[config.mk]
export PLATFORM = sky130hd
export DESIGN_NAME = odcd_host
export DESIGN_NICKNAME = d
export VERILOG_FILES = /design/src/rtl/odcd_pkg.sv /design/src/rtl/odcd_host.sv /design/src/rtl/odcd_gamma_mem.sv
export SDC_FILE = /design/constraint.sdc
export NUM_CORES = 1
export LEC_CHECK = 0
export ABC_CLOCK_PERIOD_IN_PS = 4200
export BUFFER_PORTS_ARGS = -buffer_cell sky130_fd_sc_hd__buf_2
export CAP_MARGIN = 15
export CORE_MARGIN = 3
export CORE_UTILIZATION = 45
export DETAILED_ROUTE_END_ITERATION = 7
export PLACE_DENSITY_LB_ADDON = 0.25
export SLEW_MARGIN = 20
export SYNTH_ARGS = -nofsm -noshare
export SYNTH_HDL_FRONTEND = slang
export SYNTH_HIERARCHICAL = 1
export SYNTH_SLANG_ARGS = --single-unit
[constraint.sdc]
create_clock -name i_clk -period 4.2 [get_ports i_clk]
set_clock_uncertainty 0.15 [all_clocks]
set_input_delay 0.63 -clock i_clk [delete_from_list [all_inputs] [get_ports i_clk]]
set_output_delay 0.63 -clock i_clk [all_outputs]
set_load 0.05 [all_outputs]
[src/rtl/odcd_pkg.sv]
// Purpose: Shared constants and types for the display command host
// Assumes: 250 MHz system clock, 8-bit parallel device bus
// Notes:   Register offsets are word indexes on the Avalon slave
package odcd_pkg;

  // Timing
  localparam int CLK_NS        = 4;
  localparam int T_STROBE_NS   = 60;
  localparam int T_STROBE_CYC  = (T_STROBE_NS + CLK_NS - 1) / CLK_NS;
  localparam int T_RESET_US    = 100;
  localparam int T_RESET_CYC   = (T_RESET_US * 1000 + CLK_NS - 1) / CLK_NS;

  // Avalon word indexes
  localparam logic [2:0] REG_CTRL   = 3'h0;
  localparam logic [2:0] REG_ARG    = 3'h1;
  localparam logic [2:0] REG_ARG_E  = 3'h2;
  localparam logic [2:0] REG_PIXEL  = 3'h3;
  localparam logic [2:0] REG_GAMMA  = 3'h4;
  localparam logic [2:0] REG_WINDOW = 3'h5;
  localparam logic [2:0] REG_STATUS = 3'h6;
  localparam logic [2:0] REG_PIXRD  = 3'h7;

  // Field positions
  localparam int ST_ERR_BIT   = 9;
  localparam int GW_IDX_LSB   = 8;
  localparam int LOCK_BIT     = 2;

  // Command codes
  localparam logic [7:0] CMD_COL     = 8'h15;
  localparam logic [7:0] CMD_RAM_WR  = 8'h5C;
  localparam logic [7:0] CMD_RAM_RD  = 8'h5D;
  localparam logic [7:0] CMD_ROW     = 8'h75;
  localparam logic [7:0] CMD_CON_A   = 8'h81;
  localparam logic [7:0] CMD_CON_B   = 8'h82;
  localparam logic [7:0] CMD_CON_C   = 8'h83;
  localparam logic [7:0] CMD_MASTER  = 8'h87;
  localparam logic [7:0] CMD_PRE2SPD = 8'h8A;
  localparam logic [7:0] CMD_REMAP   = 8'hA0;
  localparam logic [7:0] CMD_START   = 8'hA1;
  localparam logic [7:0] CMD_OFFSET  = 8'hA2;
  localparam logic [7:0] CMD_MODE_NM = 8'hA4;
  localparam logic [7:0] CMD_MODE_IV = 8'hA7;
  localparam logic [7:0] CMD_MUX     = 8'hA8;
  localparam logic [7:0] CMD_DIM     = 8'hAB;
  localparam logic [7:0] CMD_ON_DIM  = 8'hAC;
  localparam logic [7:0] CMD_OFF     = 8'hAE;
  localparam logic [7:0] CMD_ON      = 8'hAF;
  localparam logic [7:0] CMD_PHASE   = 8'hB1;
  localparam logic [7:0] CMD_CLKDIV  = 8'hB3;
  localparam logic [7:0] CMD_PRE2LEN = 8'hB4;
  localparam logic [7:0] CMD_GAMMA   = 8'hB8;
  localparam logic [7:0] CMD_LINEAR  = 8'hB9;
  localparam logic [7:0] CMD_PRELVL  = 8'hBB;
  localparam logic [7:0] CMD_DESEL   = 8'hBE;
  localparam logic [7:0] CMD_SWRST   = 8'hE2;
  localparam logic [7:0] CMD_NOP     = 8'hE3;
  localparam logic [7:0] CMD_LOCK    = 8'hFD;

  // Limits and reset values
  localparam logic [7:0] COL_MAX     = 8'h9F;
  localparam logic [7:0] ROW_MAX     = 8'h83;
  localparam logic [7:0] MUX_MIN     = 8'h0F;
  localparam logic [7:0] PH2_MIN     = 8'h02;
  localparam logic [7:0] LOCK_BASE   = 8'h12;
  localparam logic [7:0] DIM_RSVD    = 8'h00;
  localparam logic [1:0] MODE_RST    = 2'h0;
  localparam logic [6:0] NP_NONE     = 7'h7F;
  localparam logic [6:0] GAMMA_LAST  = 7'h3F;

  typedef enum logic [1:0] {PWR_OFF, PWR_DIM, PWR_ON} odcd_pwr_t;
  typedef enum logic [1:0] {RAM_NONE, RAM_WR, RAM_RD} odcd_ram_t;
  typedef enum logic [2:0] {
    S_RESET, S_IDLE, S_GCHK, S_SETUP, S_LOW, S_HIGH, S_RDLOW, S_RDHIGH
  } odcd_state_t;

  // Device bus pins
  typedef struct packed {
    logic       res_b;
    logic       cs_b;
    logic       dc;
    logic       wr_b;
    logic       rd_b;
    logic       oe;
    logic [7:0] data;
  } odcd_pins_t;

  // Parameter bytes that follow each command code
  function automatic logic [6:0] odcd_nparams(input logic [7:0] c);
    case (c)
      CMD_COL, CMD_ROW:                         odcd_nparams = 7'h02;
      CMD_DIM:                                  odcd_nparams = 7'h05;
      CMD_GAMMA:                                odcd_nparams = GAMMA_LAST;
      CMD_CON_A, CMD_CON_B, CMD_CON_C, CMD_MASTER, CMD_PRE2SPD,
      CMD_REMAP, CMD_START, CMD_OFFSET, CMD_MUX, CMD_PHASE,
      CMD_CLKDIV, CMD_PRE2LEN, CMD_PRELVL, CMD_DESEL, CMD_LOCK:
                                                odcd_nparams = 7'h01;
      CMD_RAM_WR, CMD_RAM_RD, 8'hA4, 8'hA5, 8'hA6, CMD_MODE_IV,
      CMD_ON_DIM, CMD_OFF, CMD_ON, CMD_LINEAR, CMD_SWRST, CMD_NOP:
                                                odcd_nparams = 7'h00;
      default:                                  odcd_nparams = NP_NONE;
    endcase
  endfunction : odcd_nparams

  // Don't-care bits of a single parameter are sent as zero
  function automatic logic [7:0] odcd_pmask(input logic [7:0] c);
    case (c)
      CMD_MASTER, CMD_PRE2LEN: odcd_pmask = 8'h0F;
      CMD_PRE2SPD:             odcd_pmask = 8'h03;
      CMD_PRELVL:              odcd_pmask = 8'h3E;
      CMD_DESEL:               odcd_pmask = 8'h3C;
      CMD_LOCK:                odcd_pmask = 8'h04;
      default:                 odcd_pmask = 8'hFF;
    endcase
  endfunction : odcd_pmask

endpackage : odcd_pkg

[src/rtl/odcd_host.sv]
// Purpose: Host controller driving the display command decoder pins
// Assumes: 8-bit parallel bus, write latched on the rising write strobe
// Notes:   Software orders commands over Avalon-MM; all writes stall
//          while a transfer runs
// Functional notes
// - Column window two bytes, 0..159, reset 0/159
// - Row window two bytes, 0..131, reset 0/131
// - Write/read RAM mode lasts until next command
// - Three contrast bytes, reset 128 each
// - Master current factor four bits, reset 15
// - Second pre-charge speed two bits, reset normal
// - Start line and offset 0..131, reset 0
// - Multiplex byte must lie 15..131
// - Dim mode five bytes, first is zero
// - Phase one code zero is invalid
// - Phase two codes below two invalid
// - Gamma table 63 strictly increasing bytes
`timescale 1ns/1ns
`default_nettype none
module odcd_host
  import odcd_pkg::*;
#(
  parameter int P_RESET_CYC = T_RESET_CYC
)
(
  // Clock and reset
  input  wire logic        i_clk,
  input  wire logic        i_rst_b,
  // Avalon-MM slave
  input  wire logic [2:0]  i_avs_address,
  input  wire logic        i_avs_read,
  input  wire logic        i_avs_write,
  input  wire logic [31:0] i_avs_writedata,
  output logic      [31:0] o_avs_readdata,
  output logic             o_avs_waitrequest,
  // Device bus
  output odcd_pins_t       o_pins,
  input  wire logic [7:0]  i_data
);

  localparam logic [15:0] STROBE_LD = 16'(T_STROBE_CYC - 1);
  localparam logic [15:0] RESET_LD  = 16'(P_RESET_CYC - 1);

  odcd_state_t state;
  odcd_pwr_t   pwr;
  odcd_ram_t   ram_mode;
  logic [15:0] tmr;
  logic [6:0]  idx;
  logic [6:0]  last;
  logic [7:0]  cmd;
  logic        is_pix;
  logic [31:0] arg;
  logic [7:0]  arg_e;
  logic [7:0]  pix_w;
  logic [7:0]  pix_r;
  logic [6:0]  g_prev;
  logic        err;
  logic        locked;
  logic [1:0]  disp_mode;
  logic [7:0]  remap;
  logic [7:0]  col_start;
  logic [7:0]  col_end;
  logic [7:0]  row_start;
  logic [7:0]  row_end;
  logic [7:0]  sync1;
  logic [7:0]  sync2;
  logic [7:0]  sync3;
  logic        rd_ack;
  logic [6:0]  g_rdata;

  // Bus decode
  // Writes keep stalling until the device reset pin has risen
  wire idle     = (state == S_IDLE) & o_pins.res_b;
  wire acc_w    = i_avs_write & idle;
  wire wr_ctrl  = acc_w & (i_avs_address == REG_CTRL);
  wire wr_arg   = acc_w & (i_avs_address == REG_ARG);
  wire wr_arg_e = acc_w & (i_avs_address == REG_ARG_E);
  wire wr_pix   = acc_w & (i_avs_address == REG_PIXEL);
  wire wr_gam   = acc_w & (i_avs_address == REG_GAMMA);
  wire wr_stat  = acc_w & (i_avs_address == REG_STATUS);
  wire wr_pixrd = acc_w & (i_avs_address == REG_PIXRD);
  wire rd_take  = i_avs_read & ~rd_ack;

  // Reads answer one edge later; writes stall until the engine is idle
  assign o_avs_waitrequest = rd_take | (i_avs_write & ~idle);

  // Order checks on the new command
  wire [7:0] op      = i_avs_writedata[7:0];
  wire [7:0] a0      = arg[7:0];
  wire [7:0] a1      = arg[15:8];
  wire [6:0] np      = odcd_nparams(op);
  wire       unk     = (np == NP_NONE);
  wire       col_bad = (op == CMD_COL) &
                       ((a0 > COL_MAX) | (a1 > COL_MAX) | (a0 > a1));
  wire       row_bad = (op == CMD_ROW) &
                       ((a0 > ROW_MAX) | (a1 > ROW_MAX) | (a0 > a1));
  wire       ln_bad  = ((op == CMD_START) | (op == CMD_OFFSET)) &
                       (a0 > ROW_MAX);
  wire       mux_bad = (op == CMD_MUX) &
                       ((a0 < MUX_MIN) | (a0 > ROW_MAX));
  wire       ph_bad  = (op == CMD_PHASE) &
                       ((a0[3:0] == 4'h0) | ({4'h0, a0[7:4]} < PH2_MIN));
  wire       lk_bad  = locked & (op != CMD_LOCK);
  wire       refuse  = unk | col_bad | row_bad | ln_bad | mux_bad | ph_bad |
                       lk_bad;
  wire       take    = wr_ctrl & ~refuse;
  wire       pix_ok  = ~locked & (ram_mode == RAM_WR);
  wire       prd_ok  = ~locked & (ram_mode == RAM_RD);
  wire       req_bad = (wr_ctrl & refuse) | (wr_pix & ~pix_ok) |
                       (wr_pixrd & ~prd_ok);

  // Gamma check: entry idx-1 is on the read port while idx runs 2..64
  wire [6:0] g_ent   = idx - 7'h01;
  wire [6:0] g_max   = (g_ent < 7'h08) ? 7'h0F :
                       (g_ent < 7'h10) ? 7'h1F :
                       (g_ent < 7'h20) ? 7'h3F : 7'h7F;
  wire       g_live  = (state == S_GCHK) & (idx >= 7'h02);
  wire       g_bad   = g_live & ((g_rdata <= g_prev) | (g_rdata > g_max));
  wire       g_done  = (state == S_GCHK) & (idx == (GAMMA_LAST + 7'h01));

  // Outgoing byte for the current position in the sequence
  wire [1:0] sel     = (cmd == CMD_DIM) ? 2'(idx - 7'h02) : 2'(idx - 7'h01);
  wire [7:0] p_raw   = (cmd == CMD_GAMMA) ? {1'b0, g_rdata} :
                       ((cmd == CMD_DIM) & (idx == 7'h01)) ? DIM_RSVD :
                       (idx == 7'h05) ? {3'h0, arg_e[4:0]} :
                       arg[{sel, 3'b000} +: 8];
  wire [7:0] p_mask  = p_raw & odcd_pmask(cmd);
  wire [7:0] p_byte  = (cmd == CMD_LOCK) ? (LOCK_BASE | p_mask) : p_mask;
  wire [7:0] cur     = is_pix ? pix_w : ((idx == 7'h00) ? cmd : p_byte);
  wire       cur_dc  = is_pix | (idx != 7'h00);
  wire       tmr_end = (tmr == 16'h0000);
  wire       in_ok   = (sync2 == sync3);
  wire [5:0] g_raddr = idx[5:0];

  odcd_gamma_mem u_gamma (
    .i_clk   (i_clk),
    .i_rst_b (i_rst_b),
    .i_we    (wr_gam),
    .i_waddr (i_avs_writedata[GW_IDX_LSB +: 6]),
    .i_wdata (i_avs_writedata[6:0]),
    .i_raddr (g_raddr),
    .o_rdata (g_rdata)
  );

  // Sequencer
  always_ff @(posedge i_clk or negedge i_rst_b)
  begin
    if (!i_rst_b)
    begin
      state  <= S_RESET;
      tmr    <= RESET_LD;
      idx    <= 7'h00;
      last   <= 7'h00;
      cmd    <= CMD_NOP;
      is_pix <= 1'b0;
      g_prev <= 7'h00;
    end
    else
    begin
      case (state)
        S_RESET:
        begin
          tmr <= tmr - 16'h0001;
          if (tmr_end)
          begin
            state <= S_IDLE;
          end
        end
        S_IDLE:
        begin
          idx    <= 7'h00;
          tmr    <= STROBE_LD;
          g_prev <= 7'h00;
          if (take)
          begin
            cmd    <= op;
            last   <= np;
            is_pix <= 1'b0;
            state  <= (op == CMD_GAMMA) ? S_GCHK : S_SETUP;
            idx    <= (op == CMD_GAMMA) ? 7'h01 : 7'h00;
          end
          else if (wr_pix & pix_ok)
          begin
            is_pix <= 1'b1;
            last   <= 7'h00;
            state  <= S_SETUP;
          end
          else if (wr_pixrd & prd_ok)
          begin
            state <= S_RDLOW;
          end
        end
        S_GCHK:
        begin
          idx <= idx + 7'h01;
          if (g_live)
          begin
            g_prev <= g_rdata;
          end
          if (g_bad)
          begin
            state <= S_IDLE;
          end
          else if (g_done)
          begin
            idx   <= 7'h00;
            state <= S_SETUP;
          end
        end
        S_SETUP, S_LOW, S_RDLOW:
        begin
          tmr <= tmr - 16'h0001;
          if (tmr_end & ((state != S_RDLOW) | in_ok))
          begin
            tmr   <= STROBE_LD;
            state <= (state == S_SETUP) ? S_LOW :
                     (state == S_LOW) ? S_HIGH : S_RDHIGH;
          end
        end
        S_HIGH, S_RDHIGH:
        begin
          tmr <= tmr - 16'h0001;
          if (tmr_end)
          begin
            tmr <= STROBE_LD;
            idx <= idx + 7'h01;
            state <= ((state == S_RDHIGH) | (idx == last)) ? S_IDLE : S_SETUP;
          end
        end
        default:
        begin
          state <= S_IDLE;
        end
      endcase
    end
  end

  // Pins come from flops; data is set up for a whole phase before the strobe, one cycle less for gamma table bytes
  always_ff @(posedge i_clk or negedge i_rst_b)
  begin
    if (!i_rst_b)
    begin
      o_pins <= '{res_b: 1'b0, cs_b: 1'b1, dc: 1'b0, wr_b: 1'b1,
                  rd_b: 1'b1, oe: 1'b0, data: 8'h00};
    end
    else
    begin
      o_pins.res_b <= (state != S_RESET);
      o_pins.cs_b  <= ~((state == S_SETUP) | (state == S_LOW) |
                        (state == S_HIGH) | (state == S_RDLOW) |
                        (state == S_RDHIGH));
      o_pins.wr_b  <= (state != S_LOW);
      o_pins.rd_b  <= (state != S_RDLOW);
      o_pins.oe    <= (state == S_SETUP) | (state == S_LOW) |
                      (state == S_HIGH);
      if (state == S_SETUP)
      begin
        o_pins.dc   <= cur_dc;
        o_pins.data <= cur;
      end
      else if (state == S_RDLOW)
      begin
        o_pins.dc <= 1'b1;
      end
    end
  end

  // Read data pass three flops; taken once the last two agree
  always_ff @(posedge i_clk or negedge i_rst_b)
  begin
    if (!i_rst_b)
    begin
      sync1 <= 8'h00;
      sync2 <= 8'h00;
      sync3 <= 8'h00;
      pix_r <= 8'h00;
    end
    else
    begin
      sync1 <= i_data;
      sync2 <= sync1;
      sync3 <= sync2;
      if ((state == S_RDLOW) & tmr_end & in_ok)
      begin
        pix_r <= sync3;
      end
    end
  end

  // Software-written staging
  always_ff @(posedge i_clk or negedge i_rst_b)
  begin
    if (!i_rst_b)
    begin
      arg   <= 32'h0000_0000;
      arg_e <= 8'h00;
      pix_w <= 8'h00;
      err   <= 1'b0;
    end
    else
    begin
      if (wr_arg)
      begin
        arg <= i_avs_writedata;
      end
      if (wr_arg_e)
      begin
        arg_e <= i_avs_writedata[7:0];
      end
      if (wr_pix)
      begin
        pix_w <= i_avs_writedata[7:0];
      end
      // A refusal in the clearing cycle keeps the flag set
      if (req_bad | g_bad)
      begin
        err <= 1'b1;
      end
      else if (wr_stat & i_avs_writedata[ST_ERR_BIT])
      begin
        err <= 1'b0;
      end
    end
  end

  // Mirror of the device state the host has ordered
  always_ff @(posedge i_clk or negedge i_rst_b)
  begin
    if (!i_rst_b)
    begin
      col_start <= 8'h00;
      col_end   <= COL_MAX;
      row_start <= 8'h00;
      row_end   <= ROW_MAX;
      locked    <= 1'b0;
      disp_mode <= MODE_RST;
      remap     <= 8'h40;
      pwr       <= PWR_OFF;
      ram_mode  <= RAM_NONE;
    end
    else if (take)
    begin
      ram_mode <= (op == CMD_RAM_WR) ? RAM_WR :
                  (op == CMD_RAM_RD) ? RAM_RD : RAM_NONE;
      case (op)
        CMD_COL:
        begin
          col_start <= a0;
          col_end   <= a1;
        end
        CMD_ROW:
        begin
          row_start <= a0;
          row_end   <= a1;
        end
        CMD_LOCK:    locked <= a0[LOCK_BIT];
        CMD_REMAP:   remap <= a0;
        CMD_ON_DIM:  pwr <= PWR_DIM;
        CMD_OFF:     pwr <= PWR_OFF;
        CMD_ON:      pwr <= PWR_ON;
        8'hA4, 8'hA5, 8'hA6, CMD_MODE_IV:
                     disp_mode <= op[1:0];
        CMD_SWRST:
        begin
          // Device display circuit restarts; assume window back to full
          col_start <= 8'h00;
          col_end   <= COL_MAX;
          row_start <= 8'h00;
          row_end   <= ROW_MAX;
        end
        default:     pwr <= pwr;
      endcase
    end
  end

  // Read data stand from the edge that drops waitrequest
  wire [31:0] rd_mux =
    (i_avs_address == REG_ARG)    ? arg :
    (i_avs_address == REG_ARG_E)  ? {24'h0, arg_e} :
    (i_avs_address == REG_PIXEL)  ? {24'h0, pix_r} :
    (i_avs_address == REG_WINDOW) ? {row_end, row_start, col_end, col_start} :
    (i_avs_address == REG_STATUS) ?
      {15'h0, remap, err, locked, 2'(pwr), disp_mode, 2'(ram_mode), ~idle} :
    32'h0000_0000;

  always_ff @(posedge i_clk or negedge i_rst_b)
  begin
    if (!i_rst_b)
    begin
      rd_ack         <= 1'b0;
      o_avs_readdata <= 32'h0000_0000;
    end
    else
    begin
      rd_ack <= rd_take;
      if (rd_take)
      begin
        o_avs_readdata <= rd_mux;
      end
    end
  end

endmodule : odcd_host
`default_nettype wire

[src/rtl/odcd_gamma_mem.sv]
// Purpose: Gray-level table staging memory, 64 x 7 bits
// Assumes: One write and one read port on the same clock
// Notes:   Read data are registered, one cycle behind the address
`timescale 1ns/1ns
`default_nettype none
module odcd_gamma_mem
  import odcd_pkg::*;
(
  // Clock and reset
  input  wire logic       i_clk,
  input  wire logic       i_rst_b,
  // Write port
  input  wire logic       i_we,
  input  wire logic [5:0] i_waddr,
  input  wire logic [6:0] i_wdata,
  // Read port
  input  wire logic [5:0] i_raddr,
  output logic      [6:0] o_rdata
);

  logic [6:0] mem [64];

  always_ff @(posedge i_clk)
  begin
    if (i_we)
    begin
      mem[i_waddr] <= i_wdata;
    end
  end

  always_ff @(posedge i_clk or negedge i_rst_b)
  begin
    if (!i_rst_b)
    begin
      o_rdata <= 7'h00;
    end
    else
    begin
      o_rdata <= mem[i_raddr];
    end
  end

endmodule : odcd_gamma_mem
`default_nettype wire

# After elaboration in Yosys (flattened, before gate mapping)

Memories as Yosys holds them, arrays and structs flattened. A register that Yosys moved wholly into a read port is not among the register bits.
Cells that the tools add are included.

Flip-flop bits (word level): 224
Memory bits (writable): 448
Input port bits: 47
Output and inout bits: 47
Logic and storage cells: 281
Memories: 1

Add/subtract/negate cells: 4
Magnitude comparators: 13
Equal/unequal tests: 70
Shift operators: 1
Muxes and demuxes: 58
Bitwise gates (word level): 66
Reductions and logical operators: 35

Memory list:

| memory      | depth | bits a word | rd ports | clocked after Yosys merged registers in | wr ports | line                 | text |
|---|---|---|---|---|---|---|---|
| u_gamma.mem | 64    | 7           | 1        | 1                                       | 1        | odcd_gamma_mem.sv:21 | `logic [6:0] mem [64];` |

Operators by type and width:

| operator                                             | number |
|---|---|
| equality test 8 bit (second input constant)          | 35 |
| 2-to-1 mux 32 bit                                    | 4 |
| one-hot mux 16 bit (4 select lines)                  | 1 |
| one-hot mux 8 bit (2 select lines)                   | 4 |
| 2-to-1 mux 7 bit                                     | 9 |
| 2-to-1 mux 8 bit                                     | 5 |
| one-hot mux 8 bit (5 select lines)                   | 1 |
| one-hot mux 7 bit (5 select lines)                   | 1 |
| AND 1 bit                                            | 33 |
| > comparator 8 bit (second input constant)           | 4 |
| 2-to-1 mux 16 bit                                    | 2 |
| indexed part select 32 x 6 -> 8 bit                  | 1 |
| bitwise OR 1 bit                                     | 25 |
| equality test 3 bit (second input constant)          | 8 |
| equality test 8 x 7 -> 1 bit (second input constant) | 3 |
| 2-to-1 mux 3 bit                                     | 8 |
| one-hot mux 7 bit (3 select lines)                   | 1 |
| AND reduction 2 bit                                  | 10 |
| 2-to-1 mux 17 bit                                    | 1 |
| zero test 16 bit                                     | 1 |
| subtractor 16 x 1 -> 16 bit (second input constant)  | 1 |
| one-hot mux 3 bit (5 select lines)                   | 1 |
| OR reduction 15 bit                                  | 1 |
| equality test 7 bit (second input constant)          | 2 |
| 45 further kinds                                     | 85 |

# Logic depth before layout (Yosys ltp)

Gate-level depths: netlist of run 1.

Depth after elaboration: 15
Gate-level depth with buffers: 18
Depth with buffers taken out: 17

# Modules after synthesis

The synthesis of run 1 kept the hierarchy.

By module, submodules not included:

| module         | instances | cells each | area each (um^2) | sequential area each (um^2) |
|---|---|---|---|---|
| odcd_gamma_mem | 1         | 861        | 17,738.3         | 13,628.1 |
| odcd_host      | 1         | 1,046      | 11,189.5         | 5,587.9 |

# Worst setup path after synthesis of run 1

Ideal clock, no wire load.

Kind: register to register
Start point: register idx[1]
End point: register idx[2]
Library setup time: 0.129 ns
Arrival time: 3.358 ns
Data required time: 3.921 ns
Path slack: 0.562 ns
Cell stages (with the launch flop): 18
Buffers on the path: 1
Clock period less this slack: 3.638 ns
Path through: dfrtp_1 > clkbuf_1 > inv_1 > ha_1 > nand2_1 > nor4_1 > a31oi_1 > o32ai_1 > and2_1 > nor3b_1 > ha_1 > and4_1 > nand4_1 > a21oi_1 > o22ai_1 > a211oi_1 > or2_2 > o21ai_0

Word-level cells in the longest chain between the ends: 10
Elaborated cells between the ends (all ways): 19
Classes of those cells: 2 x add/sub; 5 x order compare; 1 x eq/ne; 7 x mux; 4 x bitwise

Ends and longest elaborated chain:

| element                              | line             | text |
|---|---|---|
| start, declared                      | odcd_host.sv:48  | `logic [6:0] idx;` |
| start signal, assigned               | odcd_host.sv:180 | `idx <= (op == CMD_GAMMA) ? 7'h01 : 7'h00;` |
| start signal, assigned               | odcd_host.sv:195 | `idx <= idx + 7'h01;` |
| start signal, assigned               | odcd_host.sv:226 | `idx <= idx + 7'h01;` |
| subtractor 7 x 1 -> 7 bit            | --               |  |
| < comparator 7 x 6 -> 1 bit          | odcd_host.sv:116 | `(g_ent < 7'h20) ? 7'h3F : 7'h7F;` |
| 2-to-1 mux 7 bit                     | odcd_host.sv:116 |  |
| 2-to-1 mux 7 bit                     | odcd_host.sv:115 | `(g_ent < 7'h10) ? 7'h1F :` |
| 2-to-1 mux 7 bit                     | odcd_host.sv:114 | `wire [6:0] g_max = (g_ent < 7'h08) ? 7'h0F :` |
| > comparator 7 bit                   | odcd_host.sv:118 | `wire g_bad = g_live & ((g_rdata <= g_prev) \| (g_rdata > g_max));` |
| bitwise OR 1 bit                     | odcd_host.sv:118 |  |
| AND 1 bit                            | odcd_host.sv:118 |  |
| 2-to-1 mux 7 bit                     | odcd_host.sv:200 | `if (g_bad)` |
| one-hot mux 7 bit (3 select lines) * | odcd_host.sv:160 | `case (state)` |

Every way passes the cells marked *; elsewhere a longest branch is shown, timed or not. The select of a mux whose other input is x is not followed.
A chain may end at the register's enable or synchronous reset.

# Final worst setup path of run 1

Start point: register idx[0]
End point: register idx[5]

The elaborated chain is that of the path after synthesis.

==> impl_metrics.tcl, run 1 <==
set metrics [dict create \
    synthMuxAreaShare_pct 14.5 \
    drtAntennaViolNets 0 \
    grt_max_degree 118 \
    coreArea_um2 63300 \
    setup_viol 0 \
    finalHoldViolations 0 \
    synth_edf_count 448 \
    syn_to_final_growth_pct 14.9 \
    cts_setup_buffers 0 \
    place_inst 2825 \
    clk_path_buf_depth 3 \
    period_minus_slack_ps 3840 \
    synth.top_cells.by_area "edfxtp_1 47%, dfrtp_1 18%, mux4_2 8.7%" \
    drive_gt1_share_pct 26.0 \
    wirelength_mm 73.6 \
    route.detailed.wl_per_inst_um 24.8 \
    synth-async-reset-ratio_pct 33.8 \
    drt-initial-drc-count 1964 \
    final_max_slew_viol_count 0 \
    hold_path_depth 3 \
    cts.sinks 677 \
    synthAdderAreaFrac_pct 0.995 \
    maxSlewHeadroom_pct 37.5 \
    r2r_cells 18 \
    num_vias 17500 \
    synth.largest_area_cell "edfxtp_1" \
    synth.cell_area_um2 28900 \
    finalSetupTns_ps 0 \
    finalInstanceArea_um2 33200 \
    synth-compound-area-share_pct 6.36 \
    vias_per_cell 5.91 \
    min_from "i_avs_writedata[15]" \
    instances_no_fill 2967 \
    dr.pass1.iters 6 \
    ir_drop_mv 0.411 \
    start_util_pct 45.7 \
    cpPeakStageDelay_ps 560 \
    rsz0062_at_grt "false" \
    synth_top_area_share_pct 46.5 \
    die_area_um2 67400 \
    io_pins 94 \
    crit_chain "inv_1 -> ha_1 -> nand2_1 -> nor4_1 -> a31oi_1 -> o32ai_1 -> and2_1 -> nor3b_1 -> ha_1 -> and4_1 -> nand4_1 -> a21oi_1 -> o22ai_1 -> a211oi_2 -> buf_4 -> nor2b_1 -> o21ai_0 -> o31ai_1" \
    synth.avg_cell_area_um2 15.2 \
    r2r-end "idx[5]$_DFFE_PN0P_" \
    syn_nets 1977 \
    synth_xor_area_share_pct 0.848 \
    crit_top_cell "ha_1" \
    gp_congestion 0.883 \
    reg2reg_from "idx[0]$_DFFE_PN0P_" \
    clockRootBuffer "clkbuf_16" \
    synth-seq-area-share_pct 66.4 \
    cp_slowest_cell "dfrtp_4" \
    grt.overflow.total 0 \
    place_area_um2 30700 \
    grt_first_pass_wirelength_mm 113 \
    crit_buf_inv 2 \
    hpwl_mm 48.3 \
    max_cap_violations 0 \
    ys_types 76 \
    grt_pass1_vias 17700 \
    cp.arrival_ps 4150 \
    final_common_cell "edfxtp_1" \
    final_nets 2131 \
    row_count 92 \
    status "finished clean" \
    grt_use_total_pct 22.3 \
    fin_ws_ps 356 \
    mostFrequentLayoutCells "448 x edfxtp_1, 200 x dfrtp_1, 145 x nor2_1" \
    crit_type "reg2reg" \
    pre_cts_slack_ps 285 \
    synth_simple_gate_area_share_pct 8.60 \
    yosysWarnings 6 \
    power.density_nw_per_um2 425 \
    period_share_pct 91.5 \
    clock_latency_ps 630 \
    numPortBuffers 93 \
    ys_seq_elements 677 \
    start_kind "flop" \
    htreeDepth 3 \
    whs_ps 73.9 \
    clk_pin_slew_ps 60 \
    r2r_setup_slack_ps 360 \
    synthCells 1907 \
    p_leak_nw 12.3 \
    cp_max_fo 13 \
    required_ps 4510 \
    die_x_um 260 \
    fmax_mhz 260 \
    cts_buffers 71 \
    synth_top_family_by_area "multiplexers" \
    drc 0 \
    hp-class "in2reg" \
    cts_tree "yes" \
    fp.dieH_um 260 \
    tightestPinTransition_ps 937 \
    synth_ff_type "edfxtp_1" \
    holdPathEnd "arg[15]$_DFFE_PN0P_" \
    cp_top_family "compound AO/OA/AOI/OAI gates" \
    end_kind "flop" \
    antenna_found_initial 6 \
]
[cell usage after synthesis (11+ instances only)]
library cell	instances
clkbuf_1	75
o221ai_1	11
dfstp_2	26
a211oi_1	22
nor3_1	25
or3_1	11
nand2b_1	38
mux4_2	112
xnor2_1	22
nand3_1	38
nand4_1	18
nor2_1	145
ha_1	23
o22ai_1	12
and2_1	14
a221oi_1	18
o21ai_0	70
mux2_2	99
dfrtp_1	203
a31oi_1	12
a22o_1	15
a21oi_1	32
mux2_1	17
edfxtp_1	448
a22oi_1	11
nand2_1	119
buf_2	15
nor2b_1	22
nor4_1	13
mux2i_1	36
o211ai_1	11
inv_1	35
[flip-flops by register name (all words and copies together) (netlist names), 8 cells and up]
| register | flops |
|---|---|
| cmd | 8 |
| row_end | 8 |
| sync1 | 8 |
| row_start | 8 |
| col_start | 8 |
| pix_r | 8 |
| arg_e | 8 |
| u_gamma/mem | 448 |
| remap | 8 |
| sync2 | 8 |
| sync3 | 8 |
| arg | 32 |
| tmr | 16 |
| o_pins | 14 |
| o_avs_readdata | 32 |
| col_end | 8 |
| pix_w | 8 |
[area by class of cell]
class                      count  area [µm²]
clock buffer                  96        2000
clock inverter                35         477
sequential                   677       19200
timing repair buffer         193        1270
fill                        5205       30100
inverter                      35         131
antenna                        2        5.00
tap                          846        1060
multi-input combinational   1083        9070
[timing repair]
item / in CTS / in global routing
gates resized for setup: 0 / 1
hold endpoints to repair: 47 / 0
setup endpoints to repair: 0 / 5
hold buffers: 9 / 0
[power by group]
| part | total [mW] | internal (mW) | switching (mW) |
|---|---|---|---|
| registers | 7.18 | 7.16 | 0.0187 |
| clock network | 6.53 | 3.89 | 2.64 |
| logic | 0.422 | 0.0926 | 0.329 |
| total | 14.1 | 11.1 | 2.99 |
[worst max path at each step]
stage | from | endpoint | slack [ps] | cells past startpoint
after floorplan | idx[1]$_DFFE_PN0P_ | idx[2]$_DFFE_PN0P_ | 560 | 17
after global placement | idx[0]$_DFFE_PN0P_ | idx[3]$_DFFE_PN0P_ | 410 | 18
after detailed placement | idx[0]$_DFFE_PN0P_ | idx[5]$_DFFE_PN0P_ | 280 | 18
after CTS | idx[0]$_DFFE_PN0P_ | idx[5]$_DFFE_PN0P_ | 260 | 18
after global routing | idx[0]$_DFFE_PN0P_ | idx[2]$_DFFE_PN0P_ | 40 | 18
final | idx[0]$_DFFE_PN0P_ | idx[5]$_DFFE_PN0P_ | 360 | 18
[metal layers]
layer	GRT usage (%)	part of all wire, %	up-vias
li1	-	-	7678
met1	30.8	42	9015
met2	35.2	47	660
met3	4.40	7.1	176
met4	8.14	3.6	2
met5	0	0.018	-
[worst reg2reg max path, stage by stage, from the launching register on]
cell	delay (ps)
dfrtp_4	560
inv_1	190
ha_1	240
nand2_1	120
nor4_1	220
a31oi_1	80
o32ai_1	180
and2_1	200
nor3b_1	180
ha_1	140
and4_1	160
nand4_1	90
a21oi_1	170
o22ai_1	140
a211oi_2	360
buf_4	200
nor2b_1	50
o21ai_0	170
o31ai_1	110
[cells by family (layout without fill, tap and decap cells)]
logic type                 Yosys count  count (layout)
AOI/OAI and AO/OA                  271             271
xor gates and xnor gates            28              28
muxes                              264             264
buffers and inverters              147             359
DFF                                677             677
other                                0               2
and+or+nand+nor                    497             497
adders and majority gates           23              23
[through the flow]
step | utilization, % | power, mW
finish | 52.5 | 14.1
global route | 52.5 | 14.6
CTS | 52.5 | 14.3
detailed placement | 48.4 | 7.73
global placement | 48.4 | 7.72
floorplan | - | 7.50
Power figures use the tool's default switching activity.
==> inputs of run 2 (changes only) <==
ABC_CLOCK_PERIOD_IN_PS = 3700   (was 4200)
clock period = 3.7 ns   (was 4.2 ns; I/O delays follow)
==> impl_metrics.tcl, run 2 (synthesis results as in run 1) <==
set metrics [dict create \
    status "finished clean" \
    die_area_um2 67400 \
    place_inst 2859 \
    whs_ps 30.7 \
    tightestPinTransition_ps 899 \
    grt_use_total_pct 22.3 \
    busiest_layer "met2" \
    required_ps 4040 \
    drt-initial-drc-count 1933 \
    use_met1_pct 30.3 \
    n_fill_cell 5186 \
    antenna_found_initial 4 \
    drc 0 \
    hpwl_mm 48.8 \
    clk_pin_slew_ps 60 \
    clockRootBuffer "clkbuf_16" \
    start_util_pct 45.7 \
    setup_viol 0 \
    coreArea_um2 63300 \
    grt_first_pass_wirelength_mm 113 \
    cp_max_fo 13 \
    end_kind "flop" \
    fin_util_pct 53.0 \
    finalHoldViolations 0 \
    start_kind "flop" \
    io_pins 94 \
    power.density_nw_per_um2 471 \
    reg2reg_from "idx[0]$_DFFE_PN0P_" \
    final_nets 2175 \
    instances_no_fill 3011 \
    finalInstanceArea_um2 33600 \
    reg_top3 "u_gamma/mem (448), arg (32), o_avs_readdata (32)" \
    final_common_cell "edfxtp_1" \
    final_max_slew_viol_count 0 \
    grt_pass1_vias 17800 \
    regMostFlops "u_gamma/mem" \
    route.detailed.wl_per_inst_um 24.6 \
    drtAntennaViolNets 0 \
    numPortBuffers 93 \
    row_count 92 \
    largest_register_ffs 448 \
    cp.arrival_ps 3850 \
    place_area_um2 31000 \
    max_cap_violations 0 \
    fmax_mhz 284 \
    period_minus_slack_ps 3520 \
    period_share_pct 95.1 \
    grt.overflow.total 0 \
    startpoint "idx[0]$_DFFE_PN0P_" \
    fp.dieH_um 260 \
    htreeDepth 3 \
    clk_path_buf_depth 3 \
    grt_max_degree 101 \
    crit_type "reg2reg" \
    vias_per_cell 5.88 \
    num_vias 17700 \
    ir_drop_mv 0.387 \
    mostFrequentLayoutCells "448 x edfxtp_1, 200 x dfrtp_1, 145 x nor2_1" \
    cts_tree "yes" \
    grt_util_met2_pct 36.1 \
    maxSlewHeadroom_pct 38.5 \
    cts_buffers 72 \
    wirelength_mm 74.0 \
    clock_latency_ps 620 \
    cts.sinks 677 \
    min_from "i_avs_writedata[19]" \
    use_met3_pct 4.01 \
    dr.pass1.iters 5 \
    drive_gt1_share_pct 27.2 \
    gp_congestion 0.966 \
    p_leak_nw 12.5 \
    die_x_um 260 \
    hp-class "in2reg" \
    syn_to_final_growth_pct 16.1 \
    total_power_mw 15.8 \
]
==> run 2: final timing paths <==
| kind | slack, ps | end | cells after the start |
|---|---|---|---|
| min | 30 | arg[19]$_DFFE_PN0P_ | 2 |
| max reg2reg | 180 | idx[6]$_DFFE_PN0P_ | 18 |
| min in group asynchronous | 380 | o_avs_readdata[21]$_DFFE_PN0P_ | 2 |
| max in group asynchronous | 2160 | col_end[7]$_DFFE_PN1P_ | 3 |
| max | 180 | idx[6]$_DFFE_PN0P_ | 18 |
| min reg2reg | 190 | sync2[7]$_DFF_PN0_ | 0 |
==> run 2: stage by stage <==
stage	TNS (ps)	worst slack, ps
2_1_floorplan	0	62.2
3_3_place_gp	0	205
5_1_grt	-142	-89.5
4_1_cts	0	66.7
3_5_place_dp	0	74.2
6_report	0	183
==> run 2: cell type report <==
class	instances	area (µm²)	share of cell area [%]
sequential	677	19200	57.3
multi-input combinational	1083	9140	27.2
clock buffer	99	1940	5.79
timing repair buffer	236	1650	4.93
tap	846	1060	3.15
clock inverter	34	422	1.26
inverter	35	131	0.391
antenna	1	2.50	0.00745
==> run 2: per-layer routing <==
layer	routed length, µm	vias up	part of all wire, %
met5	0	-	0
met4	2460	0	3.3
met3	4680	146	6.3
met2	35900	641	48
met1	31000	9172	42
li1	-	7753	-
==> run 2: critical path, cell delays in order (launching register included) <==
cell      delay [ps]
dfrtp_4          460
buf_4            200
nor4_2           170
buf_4            190
nor4_2            40
a31oi_1          180
o32ai_2          120
and2_1           190
nor3b_2          150
ha_1             260
and4_1           150
nand4_1          130
a21oi_2          190
o22ai_2          100
a211oi_2         220
buf_4            190
nor2b_1           60
o21ai_1          150
o31ai_2          100
==> run 2: what timing repair did <==
action,4_1_cts,5_1_grt
buffers inserted,0,1
hold endpoints to repair,86,0
resized for setup,0,19
endpoints found under the setup margin,0,9
hold buffers,17,0
==> run 2: where the power goes <==
part	total, mW	leakage (nW)	switching (mW)	internal [mW]
Combinational	0.492	4.44	0.376	0.116
Clock	7.16	1.13	3.00	4.16
Sequential	8.15	6.93	0.0208	8.13
==> inputs of run 3 (changes only) <==
ABC_CLOCK_PERIOD_IN_PS = unset   (was 3700)
RECOVER_POWER = 100   (was unset)
==> impl_metrics.tcl, run 3 (synthesis results as in run 1) <==
set metrics [dict create \
    clock_power_share_pct 45.3 \
    fin_ws_ps 159 \
    drive_gt1_share_pct 21.5 \
    finalHoldViolations 0 \
    power.density_nw_per_um2 476 \
    fmax_mhz 282 \
    cp_slowest_cell "dfrtp_4" \
    maxSlewHeadroom_pct -109 \
    whs_ps 30.6 \
    die_area_um2 67400 \
    io_pins 94 \
    dr.pass1.iters 7 \
    syn_to_final_growth_pct 14.8 \
    drtAntennaViolNets 0 \
    max_cap_violations 2 \
    pre_cts_slack_ps 74.2 \
    cp_max_fo 13 \
    end_kind "flop" \
    antenna_found_initial 4 \
    htreeDepth 3 \
    route.detailed.wl_per_inst_um 24.6 \
    cts_buffers 72 \
    crit_type "reg2reg" \
    start_kind "flop" \
    period_minus_slack_ps 3540 \
    num_vias 17800 \
    cts.sinks 677 \
    final_max_slew_viol_count 146 \
    row_count 92 \
    wirelength_mm 74.2 \
    power.switching_mw 3.40 \
    cpPeakStageDelay_ps 460 \
    finalSetupTns_ps 0 \
    p_sw_share_pct 21.5 \
    fp.dieH_um 260 \
    drc 0 \
    violations "capacitance limit, slew limit" \
    mostFrequentLayoutCells "448 x edfxtp_1, 200 x dfrtp_1, 145 x nor2_1" \
    clockRootBuffer "clkbuf_16" \
    regMostFlops "u_gamma/mem" \
    fin_util_pct 52.4 \
    grt_use_total_pct 22.3 \
    clock_latency_ps 630 \
    place_inst 2859 \
    required_ps 4020 \
    period_share_pct 95.7 \
    hpwl_mm 48.8 \
    status "finished with violations" \
    vias_per_cell 5.90 \
    gp_congestion 0.966 \
    setup_viol 0 \
    reg_top3 "u_gamma/mem (448), arg (32), o_avs_readdata (32)" \
    clk_pin_slew_ps 60 \
    largest_register_ffs 448 \
    clk_path_buf_depth 3 \
    die_x_um 260 \
    crit_chain "buf_4 -> nor4_2 -> buf_4 -> nor4_2 -> a31oi_1 -> o32ai_2 -> and2_1 -> nor3b_2 -> ha_1 -> and4_1 -> nand4_1 -> a21oi_2 -> o22ai_2 -> a211oi_2 -> buf_4 -> nor2_1 -> o21ai_2 -> o31ai_4" \
    p_leak_nw 12.0 \
    final_common_cell "edfxtp_1" \
    start_util_pct 45.7 \
    grt_pass1_vias 17800 \
    power_frac_comb_pct 3.0 \
    pwr-share-seq_pct 51.6 \
    cp.arrival_ps 3860 \
    tightestPinTransition_ps 3130 \
    grt_first_pass_wirelength_mm 113 \
    hp-class "in2reg" \
    coreArea_um2 63300 \
    crit_top_cell "buf_4" \
    instances_no_fill 3011 \
    numPortBuffers 93 \
    drt-initial-drc-count 1820 \
    grt.overflow.total 0 \
    ir_drop_mv 0.387 \
    p_int_mw 12.4 \
    grt_max_degree 101 \
    final_nets 2175 \
    cts_tree "yes" \
]
-- run 3: layout make-up --
class                      instances  area, µm²
multi-input combinational       1083       9130
timing repair buffer             236       1290
tap                              846       1060
inverter                          35        131
fill                            5275      30100
sequential                       677      19200
clock inverter                    34        422
clock buffer                      99       1940
antenna                            1       2.50
-- run 3: metrics by stage --
stage                     total power [mW]  cell area (µm²)
after floorplan                       8.51            28900
after detailed placement              8.78            31000
after global routing                  16.3            33200
final                                 15.8            33200
after global placement                8.77            31000
after CTS                             16.0            33500
-- run 3: repair_timing --
action | 4_1_cts | 5_1_grt
endpoints found under the setup margin | 0 | 9
buffers inserted | 0 | 1
endpoints found under the hold margin | 86 | 0
hold buffers | 17 | 0
gates resized for setup | 0 | 19
-- run 3: path summary, 6_finish.rpt --
| check | from | end | slack, ps | cells past startpoint |
|---|---|---|---|---|
| setup / recovery | idx[0]$_DFFE_PN0P_ | idx[4]$_DFFE_PN0P_ | 160 | 18 |
| hold / removal | i_avs_writedata[19] | arg[19]$_DFFE_PN0P_ | 30 | 2 |
| setup reg to reg | idx[0]$_DFFE_PN0P_ | idx[4]$_DFFE_PN0P_ | 160 | 18 |
| hold reg to reg | sync1[7]$_DFF_PN0_ | sync2[7]$_DFF_PN0_ | 190 | 0 |
| max in group asynchronous | i_rst_b | idx[2]$_DFFE_PN0P_ | 810 | 2 |
| min in group asynchronous | i_rst_b | o_avs_readdata[21]$_DFFE_PN0P_ | 970 | 2 |
-- run 3: worst max-delay path: cells and delay by family (launching register included) --
kind	cells	cell delay, ps
buf+inv	3	570
fa+ha+maj	1	260
simple gates	7	890
flops	1	460
compound gates	7	1060
-- run 3: routing by layer --
layer | part of all wire [%] | global-route usage, % | wire, µm | up-vias
li1 | - | - | - | 7761
met1 | 41 | 30.3 | 30600 | 9174
met2 | 48 | 36.1 | 35900 | 680
met3 | 6.9 | 4.01 | 5130 | 157
met4 | 3.5 | 8.11 | 2570 | 0
met5 | 0 | 0 | 0 | -
-- run 3: power by group through the flow --
stage               combinational [mW]  clock [mW]  sequential [mW]
finish                           0.480        7.16             8.16
global route                     0.516        7.64             8.16
CTS                              0.497        7.31             8.15
detailed placement               0.483           0             8.30
global placement                 0.471           0             8.30
floorplan                        0.127           0             8.39
